[config.mk]
export PLATFORM = sky130hd
export DESIGN_NAME = xfbc_ctrl
export DESIGN_NICKNAME = d
export VERILOG_FILES = /design/src/xfbc_slope_rom.v /design/src/xfbc_ctrl.v
export VERILOG_INCLUDE_DIRS = /design/src
export SDC_FILE = /design/constraint.sdc
export NUM_CORES = 1
export LEC_CHECK = 0
export ABC_AREA = 1
export BUFFER_PORTS_ARGS = -buffer_cell sky130_fd_sc_hd__buf_2
export CORE_MARGIN = 2
export CORE_UTILIZATION = 35
export CTS_CLUSTER_SIZE = 14
export DETAILED_ROUTE_END_ITERATION = 6
export GPL_TIMING_DRIVEN = 0
export PLACE_DENSITY_LB_ADDON = 0.05
export SYNTH_ARGS = -nofsm -noshare
export SYNTH_HDL_FRONTEND = slang
export SYNTH_SLANG_ARGS = --single-unit
[constraint.sdc]
create_clock -name clk -period 4.15 [get_ports clk]
set_input_delay 0.2075 -clock clk [delete_from_list [all_inputs] [get_ports clk]]
set_output_delay 0.2075 -clock clk [all_outputs]
set_load 0.02 [all_outputs]
[src/xfbc_consts.vh]
// How it works
// Min on-time code: 45, 65, 25, 45 ns
// Pin function 0: sync input, register mode
// Mode code 00 PFM, 11 PWM, others reserved
// Pin function 1: pin low PWM, high PFM
// Software avoids mode writes in pin mode
// PFM on-time code: 120, 210, 300, 550 ns
// Integrator should program PFM code 0b10
// Soft-start duration from one programmed bit
// Current limit: one of four thresholds
// Slope compensation from 6-bit code table
// Overvoltage and undervoltage reported separately
// Overvoltage drives each power-good when enabled
// Undervoltage drives each power-good when enabled
// Sticky fault flags stay set after fault
// Writing one clears a sticky flag
// Live fault bits read-only, not latched
// Programmed values loaded once after reset
// Mode changes at switching-cycle boundary; code also changes it at once while regulator_run_q is low
//
// Purpose: constants of the external-FET buck mode and fault logic
// Assumes: 50 MHz clock, 20 ns period
// Notes:   definitions only
`ifndef XFBC_CONSTS_VH
`define XFBC_CONSTS_VH

`define XFBC_AW          4
`define XFBC_DW          16
`define XFBC_A_MODE      4'h0
`define XFBC_A_FAULT     4'h1
`define XFBC_A_IRQ_STAT  4'h2
`define XFBC_A_IRQ_MASK  4'h3
`define XFBC_A_CFG       4'h4
`define XFBC_A_SLOPE     4'h5

`define XFBC_B_UV        0
`define XFBC_B_OV        1
`define XFBC_LIVE_SH     2
`define XFBC_NFLT        2

`define XFBC_MODE_PFM    2'h0
`define XFBC_MODE_PWM    2'h3
`define XFBC_MODE_RST    2'h3

`define XFBC_CLK_NS      10'h014
`define XFBC_TON_00_NS   10'h02D
`define XFBC_TON_01_NS   10'h041
`define XFBC_TON_10_NS   10'h019
`define XFBC_TON_11_NS   10'h02D
`define XFBC_PFM_00_NS   10'h078
`define XFBC_PFM_01_NS   10'h0D2
`define XFBC_PFM_10_NS   10'h12C
`define XFBC_PFM_11_NS   10'h226

`define XFBC_CFG_TON_SH  0
`define XFBC_CFG_PFM_SH  2
`define XFBC_CFG_SS_B    4
`define XFBC_CFG_ILIM_SH 5
`define XFBC_CFG_PIN_B   7
`define XFBC_CFG_MODE_B  8
`define XFBC_CFG_RDY_B   9

`endif

[src/xfbc_slope_rom.v]
// Purpose: slope compensation lookup, mV/us per code
// Assumes: same clock as the controller
// Notes:   read data registered, one cycle latency
`timescale 1ns/1ps
`include "xfbc_consts.vh"
module xfbc_slope_rom (
  input  wire        clk,
  input  wire        rstn,
  input  wire        clk_en,
  input  wire [5:0]  addr,
  output reg  [10:0] data_q
);
  reg [10:0] data_d;

  always @* begin
    case (addr)
      6'h00: data_d = 11'h000; 6'h01: data_d = 11'h00A;
      6'h02: data_d = 11'h014; 6'h03: data_d = 11'h01F;
      6'h04: data_d = 11'h029; 6'h05: data_d = 11'h033;
      6'h06: data_d = 11'h03E; 6'h07: data_d = 11'h048;
      6'h08: data_d = 11'h052; 6'h09: data_d = 11'h05C;
      6'h0A: data_d = 11'h067; 6'h0B: data_d = 11'h071;
      6'h0C: data_d = 11'h07B; 6'h0D: data_d = 11'h086;
      6'h0E: data_d = 11'h090; 6'h0F: data_d = 11'h09A;
      6'h10: data_d = 11'h0AF; 6'h11: data_d = 11'h0C3;
      6'h12: data_d = 11'h0D8; 6'h13: data_d = 11'h0ED;
      6'h14: data_d = 11'h102; 6'h15: data_d = 11'h117;
      6'h16: data_d = 11'h12B; 6'h17: data_d = 11'h140;
      6'h18: data_d = 11'h154; 6'h19: data_d = 11'h169;
      6'h1A: data_d = 11'h17D; 6'h1B: data_d = 11'h192;
      6'h1C: data_d = 11'h1A7; 6'h1D: data_d = 11'h1BC;
      6'h1E: data_d = 11'h1D0; 6'h1F: data_d = 11'h1E5;
      6'h20: data_d = 11'h1F8; 6'h21: data_d = 11'h20D;
      6'h22: data_d = 11'h222; 6'h23: data_d = 11'h236;
      6'h24: data_d = 11'h24B; 6'h25: data_d = 11'h260;
      6'h26: data_d = 11'h274; 6'h27: data_d = 11'h289;
      6'h28: data_d = 11'h29D; 6'h29: data_d = 11'h2B2;
      6'h2A: data_d = 11'h2C6; 6'h2B: data_d = 11'h2DB;
      6'h2C: data_d = 11'h2F0; 6'h2D: data_d = 11'h304;
      6'h2E: data_d = 11'h319; 6'h2F: data_d = 11'h32E;
      6'h30: data_d = 11'h342; 6'h31: data_d = 11'h357;
      6'h32: data_d = 11'h36C; 6'h33: data_d = 11'h395;
      6'h34: data_d = 11'h3AA; 6'h35: data_d = 11'h3BE;
      6'h36: data_d = 11'h3D3; 6'h37: data_d = 11'h3E7;
      6'h38: data_d = 11'h3FC; 6'h39: data_d = 11'h411;
      6'h3A: data_d = 11'h425; 6'h3B: data_d = 11'h43A;
      6'h3C: data_d = 11'h44F; 6'h3D: data_d = 11'h464;
      6'h3E: data_d = 11'h464; 6'h3F: data_d = 11'h478;
      default: data_d = 11'h000;
    endcase
  end

  always @(posedge clk or negedge rstn) begin
    if (!rstn) begin
      data_q <= 11'h000;
    end else if (clk_en) begin
      data_q <= data_d;
    end
  end
endmodule // xfbc_slope_rom

[src/xfbc_ctrl.v]
// Purpose: mode select, configuration hold and fault report of the
//          external-FET buck controller
// Assumes: programmed inputs are static and on the clk domain;
//          pin, comparator and cycle inputs are asynchronous
// Notes:   register port answers reads one cycle later
`timescale 1ns/1ps
`include "xfbc_consts.vh"
module xfbc_ctrl (
  input  wire                 clk,
  input  wire                 rstn,
  input  wire                 clk_en,
  input  wire [`XFBC_AW-1:0]  addr,
  input  wire [`XFBC_DW-1:0]  wdata,
  input  wire                 wr,
  input  wire                 rd,
  output reg  [`XFBC_DW-1:0]  rdata_q,
  input  wire [1:0]           prog_min_on_time,
  input  wire                 prog_shared_pin_function,
  input  wire [1:0]           prog_default_operating_mode,
  input  wire [1:0]           prog_pfm_on_time,
  input  wire                 prog_soft_start_time,
  input  wire [1:0]           prog_current_limit,
  input  wire [5:0]           prog_slope_compensation,
  input  wire                 prog_ov_to_good_out_a,
  input  wire                 prog_ov_to_good_out_b,
  input  wire                 prog_uv_to_good_out_a,
  input  wire                 prog_uv_to_good_out_b,
  input  wire                 regulator_enable,
  input  wire                 shared_mode_sync_pin,
  input  wire                 switch_cycle_start,
  input  wire                 feedback_uv_cmp,
  input  wire                 feedback_ov_cmp,
  output reg                  cfg_ready_q,
  output reg                  regulator_run_q,
  output reg                  pfm_mode_q,
  output reg                  sync_clock_q,
  output reg  [9:0]           min_on_time_ns_q,
  output reg  [5:0]           min_on_cycles_q,
  output reg  [9:0]           pfm_on_time_ns_q,
  output reg  [5:0]           pfm_on_cycles_q,
  output reg                  soft_start_sel_q,
  output reg  [1:0]           current_limit_sel_q,
  output reg  [10:0]          slope_mv_per_us_q,
  output reg                  power_good_out_a_q,
  output reg                  power_good_out_b_q,
  output reg                  irq_q
);

  // Least times round up to whole clock cycles
  function [5:0] ns_to_cyc;
    input [9:0] ns;
    reg   [9:0] sum;
    reg   [9:0] quo;
    begin
      sum       = ns + `XFBC_CLK_NS - 10'h001;
      quo       = sum / `XFBC_CLK_NS;
      ns_to_cyc = quo[5:0];
    end
  endfunction

  function hit;
    input [`XFBC_AW-1:0] a;
    input [`XFBC_AW-1:0] off;
    begin
      hit = (a == off);
    end
  endfunction

  function [9:0] ton_ns;
    input [1:0] code;
    begin
      case (code)
        2'h0:    ton_ns = `XFBC_TON_00_NS;
        2'h1:    ton_ns = `XFBC_TON_01_NS;
        2'h2:    ton_ns = `XFBC_TON_10_NS;
        default: ton_ns = `XFBC_TON_11_NS;
      endcase
    end
  endfunction

  function [9:0] pfm_ns;
    input [1:0] code;
    begin
      case (code)
        2'h0:    pfm_ns = `XFBC_PFM_00_NS;
        2'h1:    pfm_ns = `XFBC_PFM_01_NS;
        2'h2:    pfm_ns = `XFBC_PFM_10_NS;
        default: pfm_ns = `XFBC_PFM_11_NS;
      endcase
    end
  endfunction

  // Synchronisers: bit 0 uv, 1 ov, 2 pin, 3 cycle start
  wire [3:0] async_in;
  reg  [3:0] meta_q;
  reg  [3:0] sync_q;
  reg  [3:0] hist_q;

  assign async_in = {switch_cycle_start, shared_mode_sync_pin,
                     feedback_ov_cmp, feedback_uv_cmp};

  genvar gi;
  generate
    for (gi = 0; gi < 4; gi = gi + 1) begin : g_sync
      always @(posedge clk or negedge rstn) begin
        if (!rstn) begin
          meta_q[gi] <= 1'b0;
          sync_q[gi] <= 1'b0;
          hist_q[gi] <= 1'b0;
        end else if (clk_en) begin
          meta_q[gi] <= async_in[gi];
          sync_q[gi] <= meta_q[gi];
          hist_q[gi] <= sync_q[gi];
        end
      end
    end
  endgenerate

  wire                  pin_lvl;
  wire                  cyc_rise;
  wire [`XFBC_NFLT-1:0] live;
  wire [`XFBC_NFLT-1:0] rise;

  assign pin_lvl  = sync_q[2];
  assign cyc_rise = sync_q[3] & ~hist_q[3];
  assign live     = sync_q[1:0];
  assign rise     = sync_q[1:0] & ~hist_q[1:0];

  wire wr_mode;
  wire wr_fault;
  wire wr_mask;
  wire rd_irq;

  assign wr_mode  = wr & hit(addr, `XFBC_A_MODE);
  assign wr_fault = wr & hit(addr, `XFBC_A_FAULT);
  assign wr_mask  = wr & hit(addr, `XFBC_A_IRQ_MASK);
  assign rd_irq   = rd & hit(addr, `XFBC_A_IRQ_STAT);

  // Working copies of the programmed settings, plus the mode and interrupt mask registers
  reg       pin_func_q;
  reg [1:0] ton_code_q;
  reg [1:0] pfm_code_q;
  reg [5:0] slope_code_q;
  reg       ov_a_q;
  reg       ov_b_q;
  reg       uv_a_q;
  reg       uv_b_q;
  reg [1:0] reg_operating_mode_q;
  reg [1:0] irq_mask_q;

  always @(posedge clk or negedge rstn) begin
    if (!rstn) begin
      cfg_ready_q         <= 1'b0;
      pin_func_q          <= 1'b0;
      ton_code_q          <= 2'h0;
      pfm_code_q          <= 2'h0;
      slope_code_q        <= 6'h00;
      soft_start_sel_q    <= 1'b0;
      current_limit_sel_q <= 2'h0;
      ov_a_q              <= 1'b0;
      ov_b_q              <= 1'b0;
      uv_a_q              <= 1'b0;
      uv_b_q              <= 1'b0;
    end else if (clk_en && !cfg_ready_q) begin
      cfg_ready_q         <= 1'b1;
      pin_func_q          <= prog_shared_pin_function;
      ton_code_q          <= prog_min_on_time;
      pfm_code_q          <= prog_pfm_on_time;
      slope_code_q        <= prog_slope_compensation;
      soft_start_sel_q    <= prog_soft_start_time;
      current_limit_sel_q <= prog_current_limit;
      ov_a_q              <= prog_ov_to_good_out_a;
      ov_b_q              <= prog_ov_to_good_out_b;
      uv_a_q              <= prog_uv_to_good_out_a;
      uv_b_q              <= prog_uv_to_good_out_b;
    end
  end

  // Derived timing outputs, stable once loaded, and the run flag, which follows regulator_enable
  always @(posedge clk or negedge rstn) begin
    if (!rstn) begin
      min_on_time_ns_q <= 10'h000;
      min_on_cycles_q  <= 6'h00;
      pfm_on_time_ns_q <= 10'h000;
      pfm_on_cycles_q  <= 6'h00;
      regulator_run_q  <= 1'b0;
    end else if (clk_en) begin
      min_on_time_ns_q <= ton_ns(ton_code_q);
      min_on_cycles_q  <= ns_to_cyc(ton_ns(ton_code_q));
      pfm_on_time_ns_q <= pfm_ns(pfm_code_q);
      pfm_on_cycles_q  <= ns_to_cyc(pfm_ns(pfm_code_q));
      regulator_run_q  <= cfg_ready_q & regulator_enable;
    end
  end

  wire [10:0] slope_rom;

  xfbc_slope_rom u_slope (
    .clk    (clk),
    .rstn   (rstn),
    .clk_en (clk_en),
    .addr   (slope_code_q),
    .data_q (slope_rom)
  );

  always @(posedge clk or negedge rstn) begin
    if (!rstn) begin
      slope_mv_per_us_q <= 11'h000;
    end else if (clk_en) begin
      slope_mv_per_us_q <= slope_rom;
    end
  end

  // Mode register: defaults to the programmed mode at load
  always @(posedge clk or negedge rstn) begin
    if (!rstn) begin
      reg_operating_mode_q <= `XFBC_MODE_RST;
    end else if (clk_en) begin
      if (!cfg_ready_q) begin
        reg_operating_mode_q <= prog_default_operating_mode;
      end else if (wr_mode) begin
        // Stored even in pin mode, where the pin wins
        reg_operating_mode_q <= wdata[1:0];
      end
    end
  end

  // Requested mode; reserved codes keep the present mode
  reg want_pfm;

  always @* begin
    want_pfm = pfm_mode_q;
    if (pin_func_q) begin
      want_pfm = pin_lvl;
    end else begin
      case (reg_operating_mode_q)
        `XFBC_MODE_PFM: want_pfm = 1'b1;
        `XFBC_MODE_PWM: want_pfm = 1'b0;
        default:        want_pfm = pfm_mode_q;
      endcase
    end
  end

  always @(posedge clk or negedge rstn) begin
    if (!rstn) begin
      pfm_mode_q   <= 1'b0;
      sync_clock_q <= 1'b0;
    end else if (clk_en) begin
      if (cfg_ready_q && (cyc_rise || !regulator_run_q)) begin
        pfm_mode_q <= want_pfm;
      end
      sync_clock_q <= ~pin_func_q & pin_lvl;
    end
  end

  // Sticky faults and interrupt status, one lane per fault
  reg [`XFBC_NFLT-1:0] sticky_q;
  reg [`XFBC_NFLT-1:0] irq_stat_q;

  generate
    for (gi = 0; gi < `XFBC_NFLT; gi = gi + 1) begin : g_flt
      always @(posedge clk or negedge rstn) begin
        if (!rstn) begin
          sticky_q[gi]   <= 1'b0;
          irq_stat_q[gi] <= 1'b0;
        end else if (clk_en) begin
          if (live[gi]) begin
            sticky_q[gi] <= 1'b1;
          end else if (wr_fault && wdata[gi]) begin
            sticky_q[gi] <= 1'b0;
          end
          if (rise[gi]) begin
            irq_stat_q[gi] <= 1'b1;
          end else if (rd_irq) begin
            irq_stat_q[gi] <= 1'b0;
          end
        end
      end
    end
  endgenerate

  always @(posedge clk or negedge rstn) begin
    if (!rstn) begin
      irq_mask_q <= 2'h0;
      irq_q      <= 1'b0;
    end else if (clk_en) begin
      if (wr_mask) begin
        irq_mask_q <= wdata[1:0];
      end
      irq_q <= |(irq_stat_q & irq_mask_q);
    end
  end

  // Power-good outputs, high while an enabled fault is present
  always @(posedge clk or negedge rstn) begin
    if (!rstn) begin
      power_good_out_a_q <= 1'b0;
      power_good_out_b_q <= 1'b0;
    end else if (clk_en) begin
      power_good_out_a_q <= (ov_a_q & live[`XFBC_B_OV])
                          | (uv_a_q & live[`XFBC_B_UV]);
      power_good_out_b_q <= (ov_b_q & live[`XFBC_B_OV])
                          | (uv_b_q & live[`XFBC_B_UV]);
    end
  end

  // Read mux; unmapped addresses read zero
  reg [`XFBC_DW-1:0] rmux;

  always @* begin
    rmux = {`XFBC_DW{1'b0}};
    case (addr)
      `XFBC_A_MODE: begin
        rmux[1:0] = reg_operating_mode_q;
      end
      `XFBC_A_FAULT: begin
        rmux[`XFBC_NFLT-1:0] = sticky_q;
        rmux[`XFBC_LIVE_SH +: `XFBC_NFLT] = live;
      end
      `XFBC_A_IRQ_STAT: begin
        rmux[`XFBC_NFLT-1:0] = irq_stat_q;
      end
      `XFBC_A_IRQ_MASK: begin
        rmux[1:0] = irq_mask_q;
      end
      `XFBC_A_CFG: begin
        rmux[`XFBC_CFG_TON_SH +: 2]  = ton_code_q;
        rmux[`XFBC_CFG_PFM_SH +: 2]  = pfm_code_q;
        rmux[`XFBC_CFG_SS_B]         = soft_start_sel_q;
        rmux[`XFBC_CFG_ILIM_SH +: 2] = current_limit_sel_q;
        rmux[`XFBC_CFG_PIN_B]        = pin_func_q;
        rmux[`XFBC_CFG_MODE_B]       = pfm_mode_q;
        rmux[`XFBC_CFG_RDY_B]        = cfg_ready_q;
      end
      `XFBC_A_SLOPE: begin
        rmux[10:0] = slope_mv_per_us_q;
      end
      default: begin
        rmux = {`XFBC_DW{1'b0}};
      end
    endcase
  end

  // Data stand only in the cycle after the read strobe
  always @(posedge clk or negedge rstn) begin
    if (!rstn) begin
      rdata_q <= {`XFBC_DW{1'b0}};
    end else if (clk_en) begin
      rdata_q <= rd ? rmux : {`XFBC_DW{1'b0}};
    end
  end

endmodule // xfbc_ctrl

==> reports/metrics.yaml <==
post_cts_buffers: 0
layout.nets: 860
fin_ws_ps: 2161
cts_tree: "done"
yosysUniqueCellTypes: 29
synthTopCellsByArea: "dfrtp_1 46%, nand2_1 19%, ha_1 4.8%, nand3_1 4.6%, o21ai_0 4.4%"
netlist_instances: 675
peakVddDrop_mv: 0.2049
status: "finished clean"
finalCritPeriodShare_pct: 47.93
yosys.area.top_type: "dfrtp_1"
num_rows: 44
report.final.setup_viol: 0
synth_edf_count: 0
coreArea_um2: 14480
drt_iter0_drc: 307
die_area_um2: 15750
dp_hpwl_um: 11920
slew_viol_final: 0
cp.arrival_ps: 2240
pre_cts_ws_ps: 2220
first_global_vias: 4562
finClkSkew_ps: 7.246
cts_buffers: 9
antenna_found_initial: 0
grt_use_total_pct: 20.64
worst_slew_pin_slew_ps: 668.5
die_height_um: 125.5
synth-seq-area-share_pct: 46.56
vias_per_cell: 4.791
highest_layer: "met4"
async_reset_ff_share_pct: 100.0
leakage_nw: 3.403
clock_sinks: 96
grt_max_degree: 57
io_buffers: 91
tns_ps: 0
grt-ovfl-total: 0
critPathLaunchType: "flip-flop"
postRouteWirelength_um: 15880
drt-met1-wl_um: 7760
grt_pass1_wl_um: 25360
cts_buffer_depth: 2
area_growth_pct: 20.64
hold_path_depth: 3
synth_top_area_share_pct: 45.54
crit_type: "reg -> reg"
post_cts_resized: 0
avgSynthCellArea_um2: 7.652
finalCriticalPeriod_ps: 1989
wl_met3_um: 771
fp.dieW_um: 125.5
max_freq_mhz: 502.8
synth_ff_type: "dfrtp_1"
pin_count: 119
dr_wl_met2_um: 7043
drive_gt1_share_pct: 20.88
drtPass1Iterations: 7
antenna_cells: 0
drc: 0
relSlewSlack_pct: 55.43
endpoint_kind: "flip-flop"
worstPathRequired_ps: 4400
hold_buffers: 1
synth.cell_area_um2: 5165
initial_core_util_pct: 35.67
hold_viol_final: 0
cts-root-buf: "clkbuf_16"
ys_warn_count: 0
rr_worst_depth: 10
power.density_nw_per_um2: 333.2
wl_per_cell_um: 16.22
ys_ff_latch: 96
critical_path.max_fanout: 8
detail-route-antenna-nets: 0
clk_pin_slew_ps: 80
num_vias: 4690
cts_max_level: 3
clkLatencyLatePin_ps: 360
drv_cap: 0
hold_path.class: "in -> reg"
rsz0062_at_grt: "false"
gp_congestion: 0.8787
[synth_stat cells, types with 2 or more instances]
cell type	n
a21oi_1	24
a22oi_1	2
a31oi_1	2
buf_2	11
buf_4	24
clkbuf_1	7
dfrtp_1	94
dfstp_2	2
ha_1	20
inv_1	49
inv_2	7
mux2_2	5
nand2_1	264
nand2_2	3
nand3_1	47
nand4_1	8
nor2_1	42
nor2_4	4
o211ai_1	3
o21ai_0	45
o22ai_1	2
o31ai_1	3
[through the flow]
step | cells | util, % | hold WS (ps) | instance area [um^2] | total power [W]
after global routing | 979 | 43.03 | 47.55 | 6231 | 0.002164
after detailed placement | 962 | 40.90 | 233.7 | 5922 | 0.001242
after global placement | 961 | 40.69 | 410.2 | 5892 | 0.001235
after floorplan | 686 | - | -88.09 | 5206 | 0.001140
after CTS | 979 | 43.03 | 33.62 | 6231 | 0.002099
final | 979 | 43.03 | 43.40 | 6231 | 0.002076
[cell type report]
cell class | count | area, um^2
fillers | 1519 | 8248
flip-flops and latches | 96 | 2405
multi-input cells | 491 | 2318
repair buffers | 93 | 495.5
plain buffers | 43 | 272.8
clock buffers | 10 | 239.0
well taps | 184 | 230.2
inverters | 56 | 210.2
clock inverters | 6 | 60.06
[worst max-delay path, cell delays in order, from the launching register on]
cell	delay, ps
dfrtp_1	510
inv_1	210
ha_1	380
inv_1	120
nand2_1	110
nand3_1	140
nand2_1	90
nand2_1	60
nand3_1	70
nand2_1	120
nand2_1	60
[kinds of logic (layout without fill, tap and decap cells)]
kind of cell | Yosys count | after routing | synth area share, %
AO/OA/AOI/OAI | 85 | 85 | 8.963
adder cells (fa/ha/maj) | 20 | 20 | 4.845
buffers and inverters | 99 | 208 | 9.351
flip-flops | 96 | 96 | 46.56
multiplexers | 5 | 5 | 1.090
other | 1 | 12 | 0.07260
AND/OR/NAND/NOR | 369 | 369 | 29.12
[final timing paths]
check | endpoint | startpoint | slack [ps]
max | u_slope.data_q[1] | slope_code_q[0] | 2160
max reg2reg | u_slope.data_q[1] | slope_code_q[0] | 2160
max in group asynchronous | reg_operating_mode_q[0] | rstn | 3030
min reg2reg | irq_stat_q[0] | hist_q[0] | 470
min in group asynchronous | min_on_time_ns_q[0] | rstn | 400
min | meta_q[1] | feedback_ov_cmp | 40
[cell usage in the layout (no fill, tap or decap), drive strengths merged, types with 2 or more instances in the layout]
| cell type | Yosys | final |
|---|---|---|
| o22ai | 2 | 2 |
| nand3 | 47 | 47 |
| nand4 | 8 | 8 |
| nor2 | 46 | 46 |
| a31oi | 2 | 2 |
| clkinvlp | 0 | 2 |
| ha | 20 | 20 |
| nand2 | 267 | 267 |
| clkbuf | 7 | 17 |
| o31ai | 3 | 3 |
| dfrtp | 94 | 94 |
| inv | 56 | 59 |
| a22oi | 2 | 2 |
| o211ai | 3 | 3 |
| dfstp | 2 | 2 |
| o21ai | 45 | 45 |
| buf | 36 | 128 |
| a21oi | 24 | 24 |
| conb | 1 | 12 |
| mux2 | 5 | 5 |
[state kept, by name (all words and copies together) (netlist names), 3 cells and up]
signal             cells
u_slope.data_q        11
slope_code_q           6
min_on_time_ns_q       5
pfm_on_time_ns_q       8
meta_q                 4
rdata_q               11
hist_q                 3
slope_mv_per_us_q     11
pfm_on_cycles_q        4
[routing by layer]
layer / global-route usage [%] / vias up
li1: - / 2349
met1: 29.68 / 2179
met2: 31.96 / 146
met3: 2.739 / 16
met4: 7.320 / 0
met5: 0 / -
[where the power goes]
part	internal, W	switching [W]
logic	0.0000691	0.000139
clock network	0.000437	0.000418
registers	0.000981	0.0000327
total	0.00149	0.000589
No activity file was read; power rests on OpenSTA's default activity.
